<file path="config.mk">
export PLATFORM = sky130hd
export DESIGN_NAME = crs_ctrl
export DESIGN_NICKNAME = d
export VERILOG_FILES = /design/src/shared/crs_pkg.sv /design/src/crs_ctrl.sv
export SDC_FILE = /design/constraint.sdc
export NUM_CORES = 1
export LEC_CHECK = 0
export CAP_MARGIN = 0
export CORE_MARGIN = 4
export CORE_UTILIZATION = 50
export CTS_BUF_LIST = sky130_fd_sc_hd__clkbuf_4 sky130_fd_sc_hd__clkbuf_8 sky130_fd_sc_hd__clkbuf_16
export DETAILED_ROUTE_END_ITERATION = 12
export DONT_BUFFER_PORTS = 1
export PLACE_DENSITY = 0.61
export SLEW_MARGIN = 5
export SYNTH_ARGS = -nofsm -noshare
export SYNTH_HDL_FRONTEND = slang
export SYNTH_SLANG_ARGS = --single-unit
</file>
<file path="constraint.sdc">
create_clock -name SYS_CLK -period 6 [get_ports SYS_CLK]
set_clock_uncertainty 0.05 [all_clocks]
set_input_delay 1.8 -clock SYS_CLK [delete_from_list [all_inputs] [get_ports SYS_CLK]]
set_output_delay 1.8 -clock SYS_CLK [all_outputs]
set_load 0.01 [all_outputs]
</file>
<file path="src/shared/crs_pkg.sv">
package crs_pkg;

	// ----------------------------------------
	// Register byte addresses
	// ----------------------------------------
	localparam logic [7:0] CRS_A_CTRL = 8'h00;
	localparam logic [7:0] CRS_A_CMD  = 8'h04;
	localparam logic [7:0] CRS_A_STAT = 8'h08;
	localparam logic [7:0] CRS_A_DIAG = 8'h0C;
	localparam logic [7:0] CRS_A_IRQ  = 8'h10;
	localparam logic [7:0] CRS_A_MASK = 8'h14;

	// ----------------------------------------
	// Field positions
	// ----------------------------------------
	localparam int CRS_CTRL_RECOV_WARM = 0; // Leave Not Ready by warm start
	localparam int CRS_CTRL_BOOT_RUN   = 1; // Module boot start condition
	localparam int CRS_CMD_WARM        = 0;
	localparam int CRS_CMD_COLD        = 1;
	localparam int CRS_CMD_DL_START    = 2;
	localparam int CRS_CMD_DL_END      = 3;
	localparam int CRS_EV_OP_CHANGE    = 0;
	localparam int CRS_EV_WARM_DONE    = 1;
	localparam int CRS_EV_DL_DONE      = 2;
	localparam int CRS_EV_DIAG_ERR     = 3;
	localparam int CRS_EV_REFUSED      = 4;
	localparam int CRS_NEV             = 5;
	localparam int CRS_DIAG_W          = 16;
	localparam int CRS_DIAG_ERR_LO     = 8;

	// ----------------------------------------
	// Reset values and codes
	// ----------------------------------------
	localparam logic [1:0] CRS_CTRL_RST = 2'h0;
	localparam logic [CRS_NEV-1:0] CRS_MASK_RST = 5'h00;
	localparam logic [1:0] CRS_SEL_HALT = 2'h0;
	localparam logic [1:0] CRS_SEL_RUN  = 2'h1;
	localparam logic [1:0] CRS_SEL_MRST = 2'h2;

	// ----------------------------------------
	// Types
	// ----------------------------------------
	typedef enum logic [1:0] {OP_RUN, OP_READY, OP_NREADY} crs_op_t;
	typedef enum logic [1:0] {PH_TEST, PH_COPY, PH_IDLE, PH_WARM} crs_ph_t;

	typedef struct packed {
		logic ready;
		logic run;
		logic not_ready;
		logic battery;
		logic in0;
	} crs_led_t;

	typedef struct packed {
		logic run;        // Program executes
		logic resume;     // Pulse: continue at interrupted point
		logic force_zero; // Outputs and comm data held at zero
		logic init_warm;  // Pulse: reinit, keep retentive data
		logic cold;       // Pulse: clear all data, restart at top
	} crs_core_t;

	typedef struct packed {
		crs_op_t               op;
		crs_ph_t               ph;
		logic                  dl;
		logic                  btn_q;
		logic [1:0]            ctrl;
		logic [CRS_DIAG_W-1:0] diag;
		logic [CRS_NEV-1:0]    irq;
		logic [CRS_NEV-1:0]    mask;
		logic [31:0]           rdata;
		crs_core_t             core;
	} crs_state_t;

endpackage

</file>
<file path="src/crs_ctrl.sv">
// Functional notes
// - Warm start resumes the program where interrupted, to end of cycle.
// - Outputs and communication data forced to zero for that remaining cycle.
// - Then reinitialize and run cyclically, retentive data kept.
// - Reset button warm-starts only with selector Run and state Ready, or Not Ready with recovery option warm.
// - Power-up warm start with selector Run only if battery is good.
// - PC warm start request honoured only in Ready state.
// - Recovery option warm with selector Run leaves Not Ready by warm start.
// - Download only in Ready or Not Ready, whatever the selector position.
// - Download with selector Halt lights Ready, Not Ready and input 0.0.
// - With memory module fitted, download writes RAM and module both.
// - Power-up with module copies module program, starts per configured condition.
// - Ready indicator on once self-test passed and ready to start.
// - Run indicator on while program executes, off when halted.
// - Not Ready indicator on for program missing, processor fault, serious error.
// - Battery indicator on for battery fault, off when healthy.
// - Status read hierarchically, summary diagnostic word first.
// - Summary word 16 bits; bits 8 to 15 force Not Ready.
// - Cold start clears all data areas and restarts program from beginning.
//
// Our own choices: the address map and register access over APB.
`timescale 1ns/1ns
module crs_ctrl
	import crs_pkg::*;
(
	// Clock and reset
	input  wire logic                  SYS_CLK,
	input  wire logic                  NRST,
	// APB slave
	input  wire logic                  PSEL,
	input  wire logic                  PENABLE,
	input  wire logic                  PWRITE,
	input  wire logic [7:0]            PADDR,
	input  wire logic [31:0]           PWDATA,
	output logic      [31:0]           PRDATA,
	output logic                       PREADY,
	output logic                       PSLVERR,
	// Operator panel
	input  wire logic [1:0]            MODE_SEL,
	input  wire logic                  RESET_BTN,
	// Platform status
	input  wire logic                  SELFTEST_DONE,
	input  wire logic                  BATT_OK,
	input  wire logic                  MODULE_PRESENT,
	input  wire logic                  MOD_COPY_DONE,
	// Execution core
	input  wire logic                  PROG_VALID,
	input  wire logic                  CORE_FAULT,
	input  wire logic                  CYCLE_END,
	input  wire logic [CRS_DIAG_W-1:0] DIAG_SET,
	output crs_core_t                  CORE,
	// Program memory writes
	output logic                       MOD_COPY_REQ,
	output logic                       DL_RAM_WE,
	output logic                       DL_MOD_WE,
	// Indicators and interrupt
	output crs_led_t                   LEDS,
	output logic                       IRQ
);

	// ----------------------------------------
	// State
	// ----------------------------------------
	crs_state_t s;
	crs_state_t next_s;

	logic                  acc;
	logic                  wr;
	logic                  mapped;
	logic                  btn;
	logic                  err;
	logic                  sel_halt;
	logic                  sel_run;
	logic                  sel_mrst;
	logic [31:0]           cmd;
	logic [CRS_NEV-1:0]    ev;
	logic [CRS_NEV-1:0]    irq_clr;
	logic [CRS_DIAG_W-1:0] diag_clr;

	// Bus decode
	assign acc = PSEL & PENABLE;
	assign wr  = acc & PWRITE;
	assign mapped = (PADDR == CRS_A_CTRL) | (PADDR == CRS_A_CMD) |
		(PADDR == CRS_A_STAT) | (PADDR == CRS_A_DIAG) |
		(PADDR == CRS_A_IRQ) | (PADDR == CRS_A_MASK);
	assign cmd = (wr && PADDR == CRS_A_CMD) ? PWDATA : 32'h0000_0000;
	assign irq_clr = (wr && PADDR == CRS_A_IRQ) ? PWDATA[CRS_NEV-1:0]
		: '0;

	// Panel decode
	assign sel_halt = (MODE_SEL == CRS_SEL_HALT);
	assign sel_run  = (MODE_SEL == CRS_SEL_RUN);
	assign sel_mrst = (MODE_SEL == CRS_SEL_MRST);
	assign btn = RESET_BTN & ~s.btn_q;

	// Error class bits and faults force Not Ready
	assign err = (|s.diag[CRS_DIAG_W-1:CRS_DIAG_ERR_LO]) | CORE_FAULT |
		(~PROG_VALID & ~s.dl);

	// Acknowledge clears the diagnostic word
	always_comb begin
		diag_clr = '0;
		if (wr && PADDR == CRS_A_DIAG)
			diag_clr = PWDATA[CRS_DIAG_W-1:0];
		if (btn && s.ph == PH_IDLE && (sel_halt || s.op == OP_RUN))
			diag_clr = '1;
	end

	// ----------------------------------------
	// Next-state logic
	// ----------------------------------------
	always_comb begin
		next_s = s;
		ev = '0;
		next_s.btn_q = RESET_BTN;
		next_s.core.resume = 1'b0;
		next_s.core.init_warm = 1'b0;
		next_s.core.cold = 1'b0;

		// Read data captured in the setup cycle
		if (PSEL && !PENABLE) begin
			case (PADDR)
				CRS_A_CTRL: next_s.rdata = {30'h0, s.ctrl};
				CRS_A_STAT: next_s.rdata = {26'h0, MOD_COPY_REQ, s.dl,
					s.ph, s.op};
				CRS_A_DIAG: next_s.rdata = {16'h0, s.diag};
				CRS_A_IRQ:  next_s.rdata = {27'h0, s.irq};
				CRS_A_MASK: next_s.rdata = {27'h0, s.mask};
				default:    next_s.rdata = 32'h0000_0000;
			endcase
		end

		// Configuration writes
		if (wr && PADDR == CRS_A_CTRL)
			next_s.ctrl = PWDATA[1:0];
		if (wr && PADDR == CRS_A_MASK)
			next_s.mask = PWDATA[CRS_NEV-1:0];

		// Operating sequence
		case (s.ph)
			PH_TEST: begin
				if (SELFTEST_DONE) begin
					if (MODULE_PRESENT) begin
						next_s.ph = PH_COPY;
					end else begin
						next_s.ph = PH_IDLE;
						if (!PROG_VALID) begin
							next_s.op = OP_NREADY;
						end else if (sel_mrst) begin
							next_s.op = OP_RUN;
							next_s.core.cold = 1'b1;
						end else if (sel_run && BATT_OK) begin
							next_s.op = OP_RUN;
							next_s.ph = PH_WARM;
							next_s.core.resume = 1'b1;
							next_s.core.force_zero = 1'b1;
						end else if (sel_run) begin
							next_s.op = OP_NREADY;
						end else begin
							next_s.op = OP_READY;
						end
					end
				end
			end
			PH_COPY: begin
				// Module program copied, selector ignored
				if (MOD_COPY_DONE) begin
					next_s.ph = PH_IDLE;
					if (s.ctrl[CRS_CTRL_BOOT_RUN]) begin
						next_s.op = OP_RUN;
						next_s.core.cold = 1'b1;
					end else begin
						next_s.op = OP_NREADY;
					end
				end
			end
			PH_WARM: begin
				// Remaining cycle runs with outputs zeroed
				if (CYCLE_END) begin
					next_s.core.force_zero = 1'b0;
					next_s.core.init_warm = 1'b1;
					next_s.ph = PH_IDLE;
					ev[CRS_EV_WARM_DONE] = 1'b1;
				end
			end
			PH_IDLE: begin
				if (err && s.op != OP_NREADY) begin
					next_s.op = OP_NREADY;
				end else if (btn) begin
					if (sel_halt) begin
						next_s.op = OP_READY;
					end else if (sel_mrst && s.op != OP_RUN) begin
						next_s.op = OP_RUN;
						next_s.core.cold = 1'b1;
					end else if (sel_run && !err &&
						(s.op == OP_READY ||
						(s.op == OP_NREADY &&
						s.ctrl[CRS_CTRL_RECOV_WARM]))) begin
						next_s.op = OP_RUN;
						next_s.ph = PH_WARM;
						next_s.core.resume = 1'b1;
						next_s.core.force_zero = 1'b1;
					end
				end else if (cmd[CRS_CMD_WARM]) begin
					if (s.op == OP_READY && !s.dl) begin
						next_s.op = OP_RUN;
						next_s.ph = PH_WARM;
						next_s.core.resume = 1'b1;
						next_s.core.force_zero = 1'b1;
					end else begin
						ev[CRS_EV_REFUSED] = 1'b1;
					end
				end else if (cmd[CRS_CMD_COLD]) begin
					if (s.op != OP_RUN && !s.dl && !err) begin
						next_s.op = OP_RUN;
						next_s.core.cold = 1'b1;
					end else begin
						ev[CRS_EV_REFUSED] = 1'b1;
					end
				end else if (cmd[CRS_CMD_DL_START]) begin
					if (s.op != OP_RUN) begin
						next_s.dl = 1'b1;
					end else begin
						ev[CRS_EV_REFUSED] = 1'b1;
					end
				end else if (cmd[CRS_CMD_DL_END] && s.dl) begin
					// New program needs a cold start
					next_s.dl = 1'b0;
					next_s.op = OP_READY;
					ev[CRS_EV_DL_DONE] = 1'b1;
				end
			end
			default: next_s.ph = PH_TEST;
		endcase

		next_s.core.run = (next_s.op == OP_RUN);

		// Sticky flags, set wins over clear
		ev[CRS_EV_OP_CHANGE] = (next_s.op != s.op);
		ev[CRS_EV_DIAG_ERR] = |DIAG_SET[CRS_DIAG_W-1:CRS_DIAG_ERR_LO];
		next_s.diag = (s.diag & ~diag_clr) | DIAG_SET;
		next_s.irq = (s.irq & ~irq_clr) | ev;
	end

	// ----------------------------------------
	// State register
	// ----------------------------------------
	always_ff @(posedge SYS_CLK or negedge NRST) begin
		if (!NRST) begin
			s.op    <= OP_NREADY;
			s.ph    <= PH_TEST;
			s.dl    <= 1'b0;
			s.btn_q <= 1'b0;
			s.ctrl  <= CRS_CTRL_RST;
			s.diag  <= '0;
			s.irq   <= '0;
			s.mask  <= CRS_MASK_RST;
			s.rdata <= 32'h0000_0000;
			s.core  <= '0;
		end else begin
			s <= next_s;
		end
	end

	// ----------------------------------------
	// Outputs
	// ----------------------------------------
	// APB answers in the first access cycle
	assign PREADY  = acc;
	assign PSLVERR = acc & ~mapped;
	assign PRDATA  = s.rdata;

	assign CORE = s.core;
	assign MOD_COPY_REQ = (s.ph == PH_COPY);
	assign DL_RAM_WE = s.dl;
	assign DL_MOD_WE = s.dl & MODULE_PRESENT;
	assign IRQ = |(s.irq & s.mask);

	// Indicators, all but battery dark during self-test
	assign LEDS.ready = (s.ph != PH_TEST) & ((s.op == OP_READY) |
		(s.dl & sel_halt));
	assign LEDS.run = s.core.run;
	assign LEDS.not_ready = (s.ph != PH_TEST) & ((s.op == OP_NREADY) |
		(s.dl & sel_halt));
	assign LEDS.battery = ~BATT_OK;
	assign LEDS.in0 = s.dl & sel_halt;

endmodule

</file>
### Yosys cells after proc, flatten, opt, wreduce, memory -nomap -nowiden

Index checks and enable logic that the tools add are counted.

| cells by class | value |
|---|---|
| muxes and demuxes | 89 |
| reductions and logical operators | 38 |
| bitwise operators | 34 |
| equal/unequal tests | 28 |

Operator list:

| kind | number |
|---|---|
| 16-bit case mux with 5 select lines | 1 |
| 2-bit 2-to-1 mux | 32 |
| 1-bit 2-to-1 mux | 41 |
| 16-bit 2-to-1 mux | 2 |
| 4-bit 2-to-1 mux | 6 |
| 1-bit logical AND | 18 |
| 2-bit inequality test (second input constant) | 9 |
| 16-bit AND | 1 |
| 8-bit by 4-bit == test with 1-bit output (second input constant) | 2 |
| 8-bit by 5-bit == test with 1-bit output (second input constant) | 2 |
| 16-bit NOT | 1 |
| 16-bit OR | 1 |
| 8-bit OR reduction | 2 |
| 13-bit AND reduction | 1 |
| 5-bit AND | 2 |
| 1-bit AND | 9 |
| 3-bit inequality test (second input constant) | 3 |
| 1-bit NOT | 9 |
| 1-bit OR | 9 |
| 9-bit AND reduction | 1 |
| 2-bit == test (second input constant) | 4 |
| 8-bit by 3-bit == test with 1-bit output (second input constant) | 1 |
| 2-bit logical NOT | 4 |
| 8-bit logical NOT | 1 |
| 18 further kinds | 27 |

| storage, ports and cells | value |
|---|---|
| register bits after elaboration | 71 |
| output and inout port bits | 48 |
| logic and storage cells | 203 |

### Depth between registers and ports, before layout

Gate-level depths: netlist (run 1).

| depth | value |
|---|---|
| word-level depth | 14 |
| mapped depth | 8 |
| gate-level depth less buffers | 8 |

### Worst setup path after synthesis (run 1)

Ideal clock, no wire load.

| timing path | value |
|---|---|
| kind | input -> output |
| start point | input port PADDR[1] |
| end point | output port PSLVERR |
| data required time | 4150 ps |
| arrival time | 2787 ps |
| path slack | 1363 ps |
| stages | 3 |
| cells stage by stage | or4_1 a211o_2 and2_1 |

| on the way | value |
|---|---|
| word-level cells in the longest chain between the ends | 8 |

Ends and longest elaborated chain:

| element | line | text |
|---|---|---|
| from (decl) | crs_ctrl.sv:33 | `input wire logic [7:0] PADDR,` |
| 8-bit by 3-bit == test with 1-bit output / 8-bit logical NOT (equally long branches) | crs_ctrl.sv:83 | `assign mapped = (PADDR == CRS_A_CTRL) \| (PADDR == CRS_A_CMD) \|` |
| 1-bit OR (2 in series) | crs_ctrl.sv:83 |  |
| 1-bit OR (2 in series) | crs_ctrl.sv:84 | `(PADDR == CRS_A_STAT) \| (PADDR == CRS_A_DIAG) \|` |
| 1-bit OR (*) | crs_ctrl.sv:85 | `(PADDR == CRS_A_IRQ) \| (PADDR == CRS_A_MASK);` |
| 1-bit NOT (*) | crs_ctrl.sv:270 | `assign PSLVERR = acc & ~mapped;` |
| 1-bit AND (*) | crs_ctrl.sv:270 |  |
| to (decl) | crs_ctrl.sv:37 | `output logic PSLVERR,` |

Mark *: on every way between the ends. The rest lies on a longest branch, timed or not.

### Worst setup path after layout (run 1)

Ends and elaborated chain as after synthesis.

==> flow_metrics.env, run 1 <==
export IMPL_crit_arrival_ns=2.81
export IMPL_fp_dieH_microns=90.4
export IMPL_gp_congestion=0.887
export IMPL_relSlewSlack=0.472
export IMPL_cts_sinks=55
export IMPL_finish_utilization=0.510
export IMPL_hold_ws_ns=0.457
export IMPL_synthArstFlopShare=1.00
export IMPL_start_util=0.526
export IMPL_cp_end_kind="primary output"
export IMPL_busiest_layer="met2"
export IMPL_required_ns=4.15
export IMPL_routedWlPerCell_microns=20.7
export IMPL_final_nets=406
export IMPL_synth_edff_count=0
export IMPL_synth_seq_cells=55
export IMPL_grtUsageMet3=0.0508
export IMPL_ir_drop_mv=0.139
export IMPL_cts_resized=0
export IMPL_cts_tree="yes"
export IMPL_max_freq_mhz=215
export IMPL_setup_ws_ns=1.34
export IMPL_p_per_area_nw_per_um2=279
export IMPL_dp_hpwl_microns=6340
export IMPL_drive_gt1_frac=0.120
export IMPL_wl_microns=8480
export IMPL_cts_hold_buf=0
export IMPL_cp_max_fo=2
export IMPL_outcome="finished clean"
export IMPL_synth_top_area_cell="dfrtp_1"
export IMPL_use_met2=0.325
export IMPL_hold_path_class="register to register"
export IMPL_clkTransAtPathRegs_ns=0.10
export IMPL_yosys_warnings=0
export IMPL_cts_path_max_buffers=2
export IMPL_htreeDepth=2
export IMPL_grt_max_degree=56
export IMPL_placement_rows=29
export IMPL_yosysUniqueCellTypes=66
export IMPL_die_w_microns=90.4
export IMPL_first_pass_iters=4
export IMPL_io_buffer_count=0
export IMPL_n_antenna_cell=0
export IMPL_route_detailed_drc=0
export IMPL_drt_initial_drc_count=152
export IMPL_fin_area_sq_um=3290
export IMPL_synthCells=364
export IMPL_via_count=2568
export IMPL_core_area_sq_um=6460
export IMPL_muxShareOfSynthArea=0.0332
export IMPL_synthAdderAreaFrac=0.0111
export IMPL_max_cap_violations=0
export IMPL_insertion_delay_ns=0.31
export IMPL_ant_nets=0
export IMPL_track_usage=0.209
export IMPL_fin_tns_setup_ns=0
export IMPL_cts_root_buffer="clkbuf_8"
export IMPL_synth_top_family_by_area="compound AO/OA/AOI/OAI gates"
export IMPL_rsz0062_at_grt="false"
export IMPL_numCtsBuffers=5
export IMPL_fillCellCount=606
export IMPL_synth_xor_area_share=0
export IMPL_setup_viol=0
export IMPL_dpl_cell_count=402
export IMPL_crit_type="input pin to primary output"
export IMPL_grt_pass1_wl_microns=13600
export IMPL_overflow=0
export IMPL_netlist_top_cells_count="54 x dfrtp_1, 45 x buf_4, 41 x nand2_1"
export IMPL_p_total_uw=919
export IMPL_synth_top_cell_area_share=0.398
export IMPL_synth_area_leaders="dfrtp_1 40%, buf_4 10%, nand2_1 4.5%"
export IMPL_io_pins=119
export IMPL_place_ws_ns=1.34
export IMPL_fin_crit_ns=4.66
export IMPL_finalHoldViolCount=0
export IMPL_viasPerCell=6.26
export IMPL_synth_compound_area_frac=0.226
export IMPL_areaGrowthSynthToFinish_pct=-2.95
export IMPL_final_max_slew_viol_count=0
export IMPL_post_synth_cell_area_avg_sq_um=9.33
export IMPL_p_leak_nw=1.36
export IMPL_globalRouteMet1Util=0.286
export IMPL_synth_ff_type="dfrtp_1"
export IMPL_start_kind="input pin"
export IMPL_yosys_area_share_simple=0.195
export IMPL_grt_pass1_vias=2467
export IMPL_fin_crit_sh=0.777
export IMPL_postPlaceCellArea_sq_um=3180
export IMPL_layoutNonFillerInstCount=410
export IMPL_post_cts_setup_buffers=0
export IMPL_netlist_area_sq_um=3390
export IMPL_grt_antenna_before_repair=0
export IMPL_seq_area_frac_synth=0.406
export IMPL_worst_pin_slew_ns=0.792
export IMPL_yosysMostFrequentCell="dfrtp_1"
export IMPL_dieArea_sq_um=8170
-- cell type report --
| type | instances | area, sq um | area share |
|---|---|---|---|
| Clock buffer | 6 | 82.6 | 0.0251 |
| Clock inverter | 2 | 35.0 | 0.0106 |
| Inverter | 15 | 56.3 | 0.0171 |
| Multi-Input combinational cell | 254 | 1640 | 0.498 |
| Sequential cell | 55 | 1380 | 0.418 |
| Tap cell | 77 | 96.3 | 0.0292 |
| Timing Repair Buffer | 1 | 7.51 | 0.00228 |
-- layer usage --
metal  up-vias  routed length, microns
met5         -                       0
met4         0                     153
met3        11                     687
met2       105                    3880
met1      1244                    3760
li1       1208                       -
-- worst paths after layout --
check                         start   endpoint  slack [ns]  cells past startpoint
max                        PADDR[1]    PSLVERR        1.34                      3
min                           s[53]  PRDATA[6]        0.46                      1
max reg2reg                   s[59]  DL_RAM_WE        3.50                      6
min reg2reg                   s[53]  PRDATA[6]        0.46                      1
max in group asynchronous      NRST      s[70]        4.59                      0
min in group asynchronous      NRST  PRDATA[0]        1.11                      0
-- worst max-delay path: stages --
cell	delay (ns)
or4_1	0.53
a211o_2	0.29
and2_1	0.19
-- state kept, by name (all words and copies together), names as in the netlist --
name	count
s	33
PRDATA	16
CORE	5
DL_RAM_WE	1
-- placed cells by master, fill, tap and decap left out, types with 2 or more instances in the layout --
master,Yosys,final
dfrtp_1,54,54
nand2_1,41,41
nor2_1,24,24
o21ai_0,18,18
a31o_2,16,16
conb_1,1,16
inv_1,15,15
a22o_1,14,14
nand3_1,9,9
mux2i_1,9,9
nand2b_1,7,7
a21oi_1,7,7
nor2b_1,6,6
nor3_1,6,6
clkbuf_8,0,6
o22ai_1,5,5
o211ai_1,5,5
and3_1,4,4
and2_1,4,4
nor4_1,3,3
nand4_1,3,3
a31oi_1,3,3
or3_1,3,3
o2111ai_1,3,3
or4_1,3,3
ha_1,3,3
o31a_1,2,2
or2_2,2,2
a2bb2oi_1,2,2
o21a_1,2,2
a221oi_1,2,2
mux2_2,2,2
-- where the power goes --
group	switching (mW)	internal, mW	leakage, nW
clock	0.121	0.135	0.0612
combinational	0.113	0.0862	0.640
sequential	0.0578	0.406	0.660
-- logic make-up (layout without fill, tap and decap cells) --
group | count (synthesis) | in the layout
buffers and inverters | 70 | 24
adder cells (fa/ha/maj) | 3 | 3
other | 1 | 16
AO/OA/AOI/OAI | 98 | 98
AND/OR/NAND/NOR | 126 | 126
multiplexers | 11 | 11
flip-flops | 55 | 55
Note: power is estimated with default switching activity, not from simulation.
==> run 2, diff against run 1 <==
Clock period 6 ns to 4.5 ns, I/O delays scaled along.
==> flow_metrics.env, run 2 (synthesis gave the netlist of run 1 again) <==
export IMPL_fin_crit_ns=3.76
export IMPL_routedWlPerCell_microns=20.7
export IMPL_p_per_area_nw_per_um2=370
export IMPL_first_pass_iters=5
export IMPL_cts_path_max_buffers=2
export IMPL_cts_hold_buf=0
export IMPL_ant_nets=0
export IMPL_start_util=0.526
export IMPL_cp_end_kind="primary output"
export IMPL_io_buffer_count=0
export IMPL_worst_pin_slew_ns=0.772
export IMPL_track_usage=0.209
export IMPL_dieArea_sq_um=8170
export IMPL_n_antenna_cell=0
export IMPL_r2r_cells=6
export IMPL_areaGrowthSynthToFinish_pct=-3.28
export IMPL_setup_ws_ns=0.737
export IMPL_fin_crit_sh=0.836
export IMPL_final_max_slew_viol_count=0
export IMPL_max_cap_violations=0
export IMPL_met3WireLength_microns=752
export IMPL_largest_register_ffs=33
export IMPL_start_kind="input pin"
export IMPL_final_nets=406
export IMPL_rsz0062_at_grt="false"
export IMPL_crit_end="PSLVERR"
export IMPL_met1_length_microns=3710
export IMPL_cts_resized=0
export IMPL_required_ns=3.10
export IMPL_post_cts_setup_buffers=0
export IMPL_gp_congestion=0.901
export IMPL_highest_layer="met4"
export IMPL_htreeDepth=2
export IMPL_cts_tree="yes"
export IMPL_die_w_microns=90.4
export IMPL_cts_root_buffer="clkbuf_8"
export IMPL_outcome="finished clean"
export IMPL_overflow=0
export IMPL_place_ws_ns=0.741
export IMPL_met2_length_microns=3890
export IMPL_hold_path_class="register to register"
export IMPL_drt_initial_drc_count=218
export IMPL_io_pins=119
export IMPL_clkTransAtPathRegs_ns=0.10
export IMPL_core_area_sq_um=6460
export IMPL_viasPerCell=6.33
export IMPL_max_freq_mhz=266
export IMPL_crit_type="input pin to primary output"
export IMPL_wl_microns=8450
export IMPL_dp_hpwl_microns=6400
export IMPL_fin_tns_setup_ns=0
export IMPL_fp_dieH_microns=90.4
export IMPL_placement_rows=29
export IMPL_crit_arrival_ns=2.36
export IMPL_numCtsBuffers=5
export IMPL_final_cell_mix="54 x dfrtp_1, 41 x nand2_1, 24 x nor2_1"
export IMPL_crit_reg2reg_capture="s[44]"
export IMPL_grt_max_degree=56
export IMPL_relSlewSlack=0.485
export IMPL_via_count=2587
export IMPL_final_common_cell="dfrtp_1"
export IMPL_grt_antenna_before_repair=0
export IMPL_ir_drop_mv=0.169
export IMPL_p_leak_nw=1.35
export IMPL_route_detailed_drc=0
export IMPL_cp_startpoint="PADDR[1]"
export IMPL_setup_viol=0
export IMPL_cts_sinks=55
export IMPL_grt_pass1_vias=2555
export IMPL_reg2reg_from="s[59]"
export IMPL_grt_pass1_wl_microns=13700
export IMPL_top_register="s"
export IMPL_insertion_delay_ns=0.30
export IMPL_finalHoldViolCount=0
export IMPL_finish_utilization=0.508
export IMPL_regToRegSetupSlack_ns=2.00
export IMPL_drive_gt1_frac=0.117
export IMPL_cp_max_fo=2
[run 2: per-stage QoR]
step	power (mW)	hold WS [ns]	instance area (sq um)	instances
6_report	1.21	0.448	3280	409
5_1_grt	1.27	0.462	3280	409
4_1_cts	1.22	0.452	3280	409
3_5_place_dp	0.893	0.432	3180	402
3_3_place_gp	0.889	0.431	3180	402
2_1_floorplan	0.862	0.401	3450	379
[run 2: where the power goes]
group	internal, mW	switching (mW)
clock network	0.163	0.162
logic	0.115	0.152
registers	0.541	0.0798
total	0.819	0.394
[run 2: worst min path at each step]
stage,from,end,cells past startpoint
2_1_floorplan,PRDATA[0],PRDATA[0],2
6_report,s[53],PRDATA[6],1
3_3_place_gp,s[53],PRDATA[6],1
5_1_grt,s[53],PRDATA[6],1
4_1_cts,s[53],PRDATA[6],1
3_5_place_dp,s[53],PRDATA[6],1
[run 2: critical path: stages]
cell and delay, ns:
or4_1 0.53, a211o_2 0.29, and2_1 0.19
[run 2: final cells by class]
type / instances / area [sq um]
fillers: 597 / 3180
multi-input cells: 254 / 1640
flip-flops and latches: 55 / 1380
well taps: 77 / 96.3
clock buffers: 5 / 68.8
inverters: 15 / 56.3
clock inverters: 2 / 37.5
repair buffers: 1 / 7.51
[run 2: metal layers]
layer,GRT usage,up-vias
met5,0,-
met4,0.0472,0
met3,0.0558,9
met2,0.337,119
met1,0.280,1256
li1,-,1203
==> run 3, diff against run 2 <==
Settings changed: ABC_AREA from default to 1.
Clock period 4.5 ns to 3.55 ns, I/O delays scaled along.
==> flow_metrics.env, run 3 <==
export IMPL_start_kind="input pin"
export IMPL_netlist_area_sq_um=3460
export IMPL_drt_initial_drc_count=238
export IMPL_cp_max_fo=4
export IMPL_synth_top_family_by_area="simple AND/OR/NAND/NOR gates"
export IMPL_top_register="s"
export IMPL_p_sw_uw=458
export IMPL_swShare=0.315
export IMPL_cts_path_max_buffers=2
export IMPL_ir_drop_mv=0.172
export IMPL_synth_area_leaders="dfrtp_1 39%, nand2_1 11%, buf_4 8.7%"
export IMPL_fillCellCount=668
export IMPL_routedWlPerCell_microns=16.8
export IMPL_synth_seq_cells=55
export IMPL_grt_pass1_vias=2674
export IMPL_dieArea_sq_um=8310
export IMPL_track_usage=0.210
export IMPL_p_leak_nw=1.59
export IMPL_setup_viol=0
export IMPL_cts_hold_buf=0
export IMPL_route_detailed_drc=0
export IMPL_areaGrowthSynthToFinish_pct=-0.905
export IMPL_viasPerCell=5.48
export IMPL_insertion_delay_ns=0.30
export IMPL_post_synth_cell_area_avg_sq_um=7.60
export IMPL_final_max_slew_viol_count=0
export IMPL_grt_pass1_wl_microns=14000
export IMPL_synthAdderAreaFrac=0.0109
export IMPL_max_cap_violations=0
export IMPL_start_util=0.512
export IMPL_yosys_area_share_simple=0.253
export IMPL_final_common_cell="nand2_1"
export IMPL_seq_area_frac_synth=0.398
export IMPL_netlist_top_cells_count="99 x nand2_1, 57 x inv_1, 54 x dfrtp_1"
export IMPL_fin_crit_sh=0.849
export IMPL_n_antenna_cell=0
export IMPL_ant_nets=0
export IMPL_core_area_sq_um=6760
export IMPL_hold_path_class="input pin to asynchronous set/reset pin"
export IMPL_dp_hpwl_microns=6810
export IMPL_via_count=2829
export IMPL_worst_pin_slew_ns=0.538
export IMPL_cts_sinks=55
export IMPL_rsz0062_at_grt="false"
export IMPL_first_pass_iters=4
export IMPL_yosys_warnings=0
export IMPL_cts_root_buffer="clkbuf_8"
export IMPL_required_ns=2.43
export IMPL_finalHoldViolCount=0
export IMPL_grt_max_degree=56
export IMPL_cts_tree="yes"
export IMPL_postPlaceCellArea_sq_um=3310
export IMPL_internal_power_uw=995
export IMPL_wl_microns=8670
export IMPL_place_ws_ns=0.543
export IMPL_yosysMostFrequentCell="nand2_1"
export IMPL_drive_gt1_frac=0.131
export IMPL_power_frac_seq=0.504
export IMPL_p_per_area_nw_per_um2=424
export IMPL_fin_tns_setup_ns=0
export IMPL_layoutNonFillerInstCount=516
export IMPL_muxShareOfSynthArea=0.00326
export IMPL_synth_edff_count=0
export IMPL_numCtsBuffers=5
export IMPL_synth_top_cell_area_share=0.391
export IMPL_combPwrFrac=0.201
export IMPL_cts_resized=0
export IMPL_io_buffer_count=0
export IMPL_fin_area_sq_um=3430
export IMPL_dpl_cell_count=508
export IMPL_clkTransAtPathRegs_ns=0.10
export IMPL_gp_congestion=0.937
export IMPL_largest_register_ffs=33
export IMPL_synth_xor_area_share=0
export IMPL_synthArstFlopShare=1.00
export IMPL_overflow=0
export IMPL_setup_ws_ns=0.534
export IMPL_yosysUniqueCellTypes=42
export IMPL_synth_top_area_cell="dfrtp_1"
export IMPL_cp_end_kind="primary output"
export IMPL_crit_type="input pin to primary output"
export IMPL_post_cts_setup_buffers=0
export IMPL_htreeDepth=2
export IMPL_fp_dieH_microns=91.2
export IMPL_crit_arrival_ns=1.90
export IMPL_grt_antenna_before_repair=0
export IMPL_die_w_microns=91.2
export IMPL_final_nets=509
export IMPL_synth_compound_area_frac=0.167
export IMPL_io_pins=119
export IMPL_synth_ff_type="dfrtp_1"
export IMPL_synthCells=455
export IMPL_fin_crit_ns=3.02
export IMPL_relSlewSlack=0.641
export IMPL_power_frac_clock=0.295
export IMPL_p_total_mw=1.45
export IMPL_outcome="finished clean"
export IMPL_final_cell_mix="99 x nand2_1, 57 x inv_1, 54 x dfrtp_1"
export IMPL_max_freq_mhz=332
export IMPL_placement_rows=30
[run 3: final timing paths]
check	startpoint	to	slack, ns	cells past startpoint
worst max-delay path	PADDR[1]	PSLVERR	0.53	6
worst min-delay path	NRST	s[50]	0.39	0
worst max register to register	DL_RAM_WE	s[42]	1.58	11
worst min register to register	s[41]	s[41]	0.46	2
max in group asynchronous	NRST	s[70]	2.87	0
min in group SYS_CLK	s[41]	s[41]	0.46	2
[run 3: kinds of logic after synthesis]
family,after synthesis
flops,55
compound gates,86
simple gates,198
buf+inv,111
fa+ha+maj,3
other cells,1
mux,1
[run 3: stage by stage]
stage / hold WS (ns) / util
2_1_floorplan: 0.403 / -
3_3_place_gp: 0.420 / 0.490
4_1_cts: 0.379 / 0.507
3_5_place_dp: 0.435 / 0.490
6_report: 0.393 / 0.507
5_1_grt: 0.370 / 0.507
[run 3: area by class of cell]
| class | instances | area (sq um) | area share |
|---|---|---|---|
| multi-input combinational | 304 | 1560 | 0.455 |
| tap | 80 | 100 | 0.0292 |
| sequential | 55 | 1380 | 0.402 |
| clock buffer | 6 | 76.3 | 0.0223 |
| timing repair buffer | 4 | 30.0 | 0.00877 |
| inverter | 65 | 244 | 0.0712 |
| clock inverter | 2 | 38.8 | 0.0113 |
[run 3: critical path, stage by stage]
cell,delay [ns]
nor2_1,0.24
inv_1,0.11
nor3_1,0.20
nand2_1,0.13
nand3_1,0.09
nor2_1,0.07
[run 3: per-layer routing]
metal	track usage	vias to the layer above	wire length, microns
met4	0.0427	0	83
met5	0	-	0
met1	0.279	1308	3810
li1	-	1400	-
met2	0.349	113	4140
met3	0.0497	8	644
[run 3: power by group through the flow]
stage / clock network, mW / registers (mW) / logic (mW)
CTS: 0.437 / 0.732 / 0.292
global route: 0.464 / 0.738 / 0.339
detailed placement: 0 / 0.745 / 0.291
global placement: 0 / 0.745 / 0.286
floorplan: 0 / 0.715 / 0.291
finish: 0.428 / 0.733 / 0.292
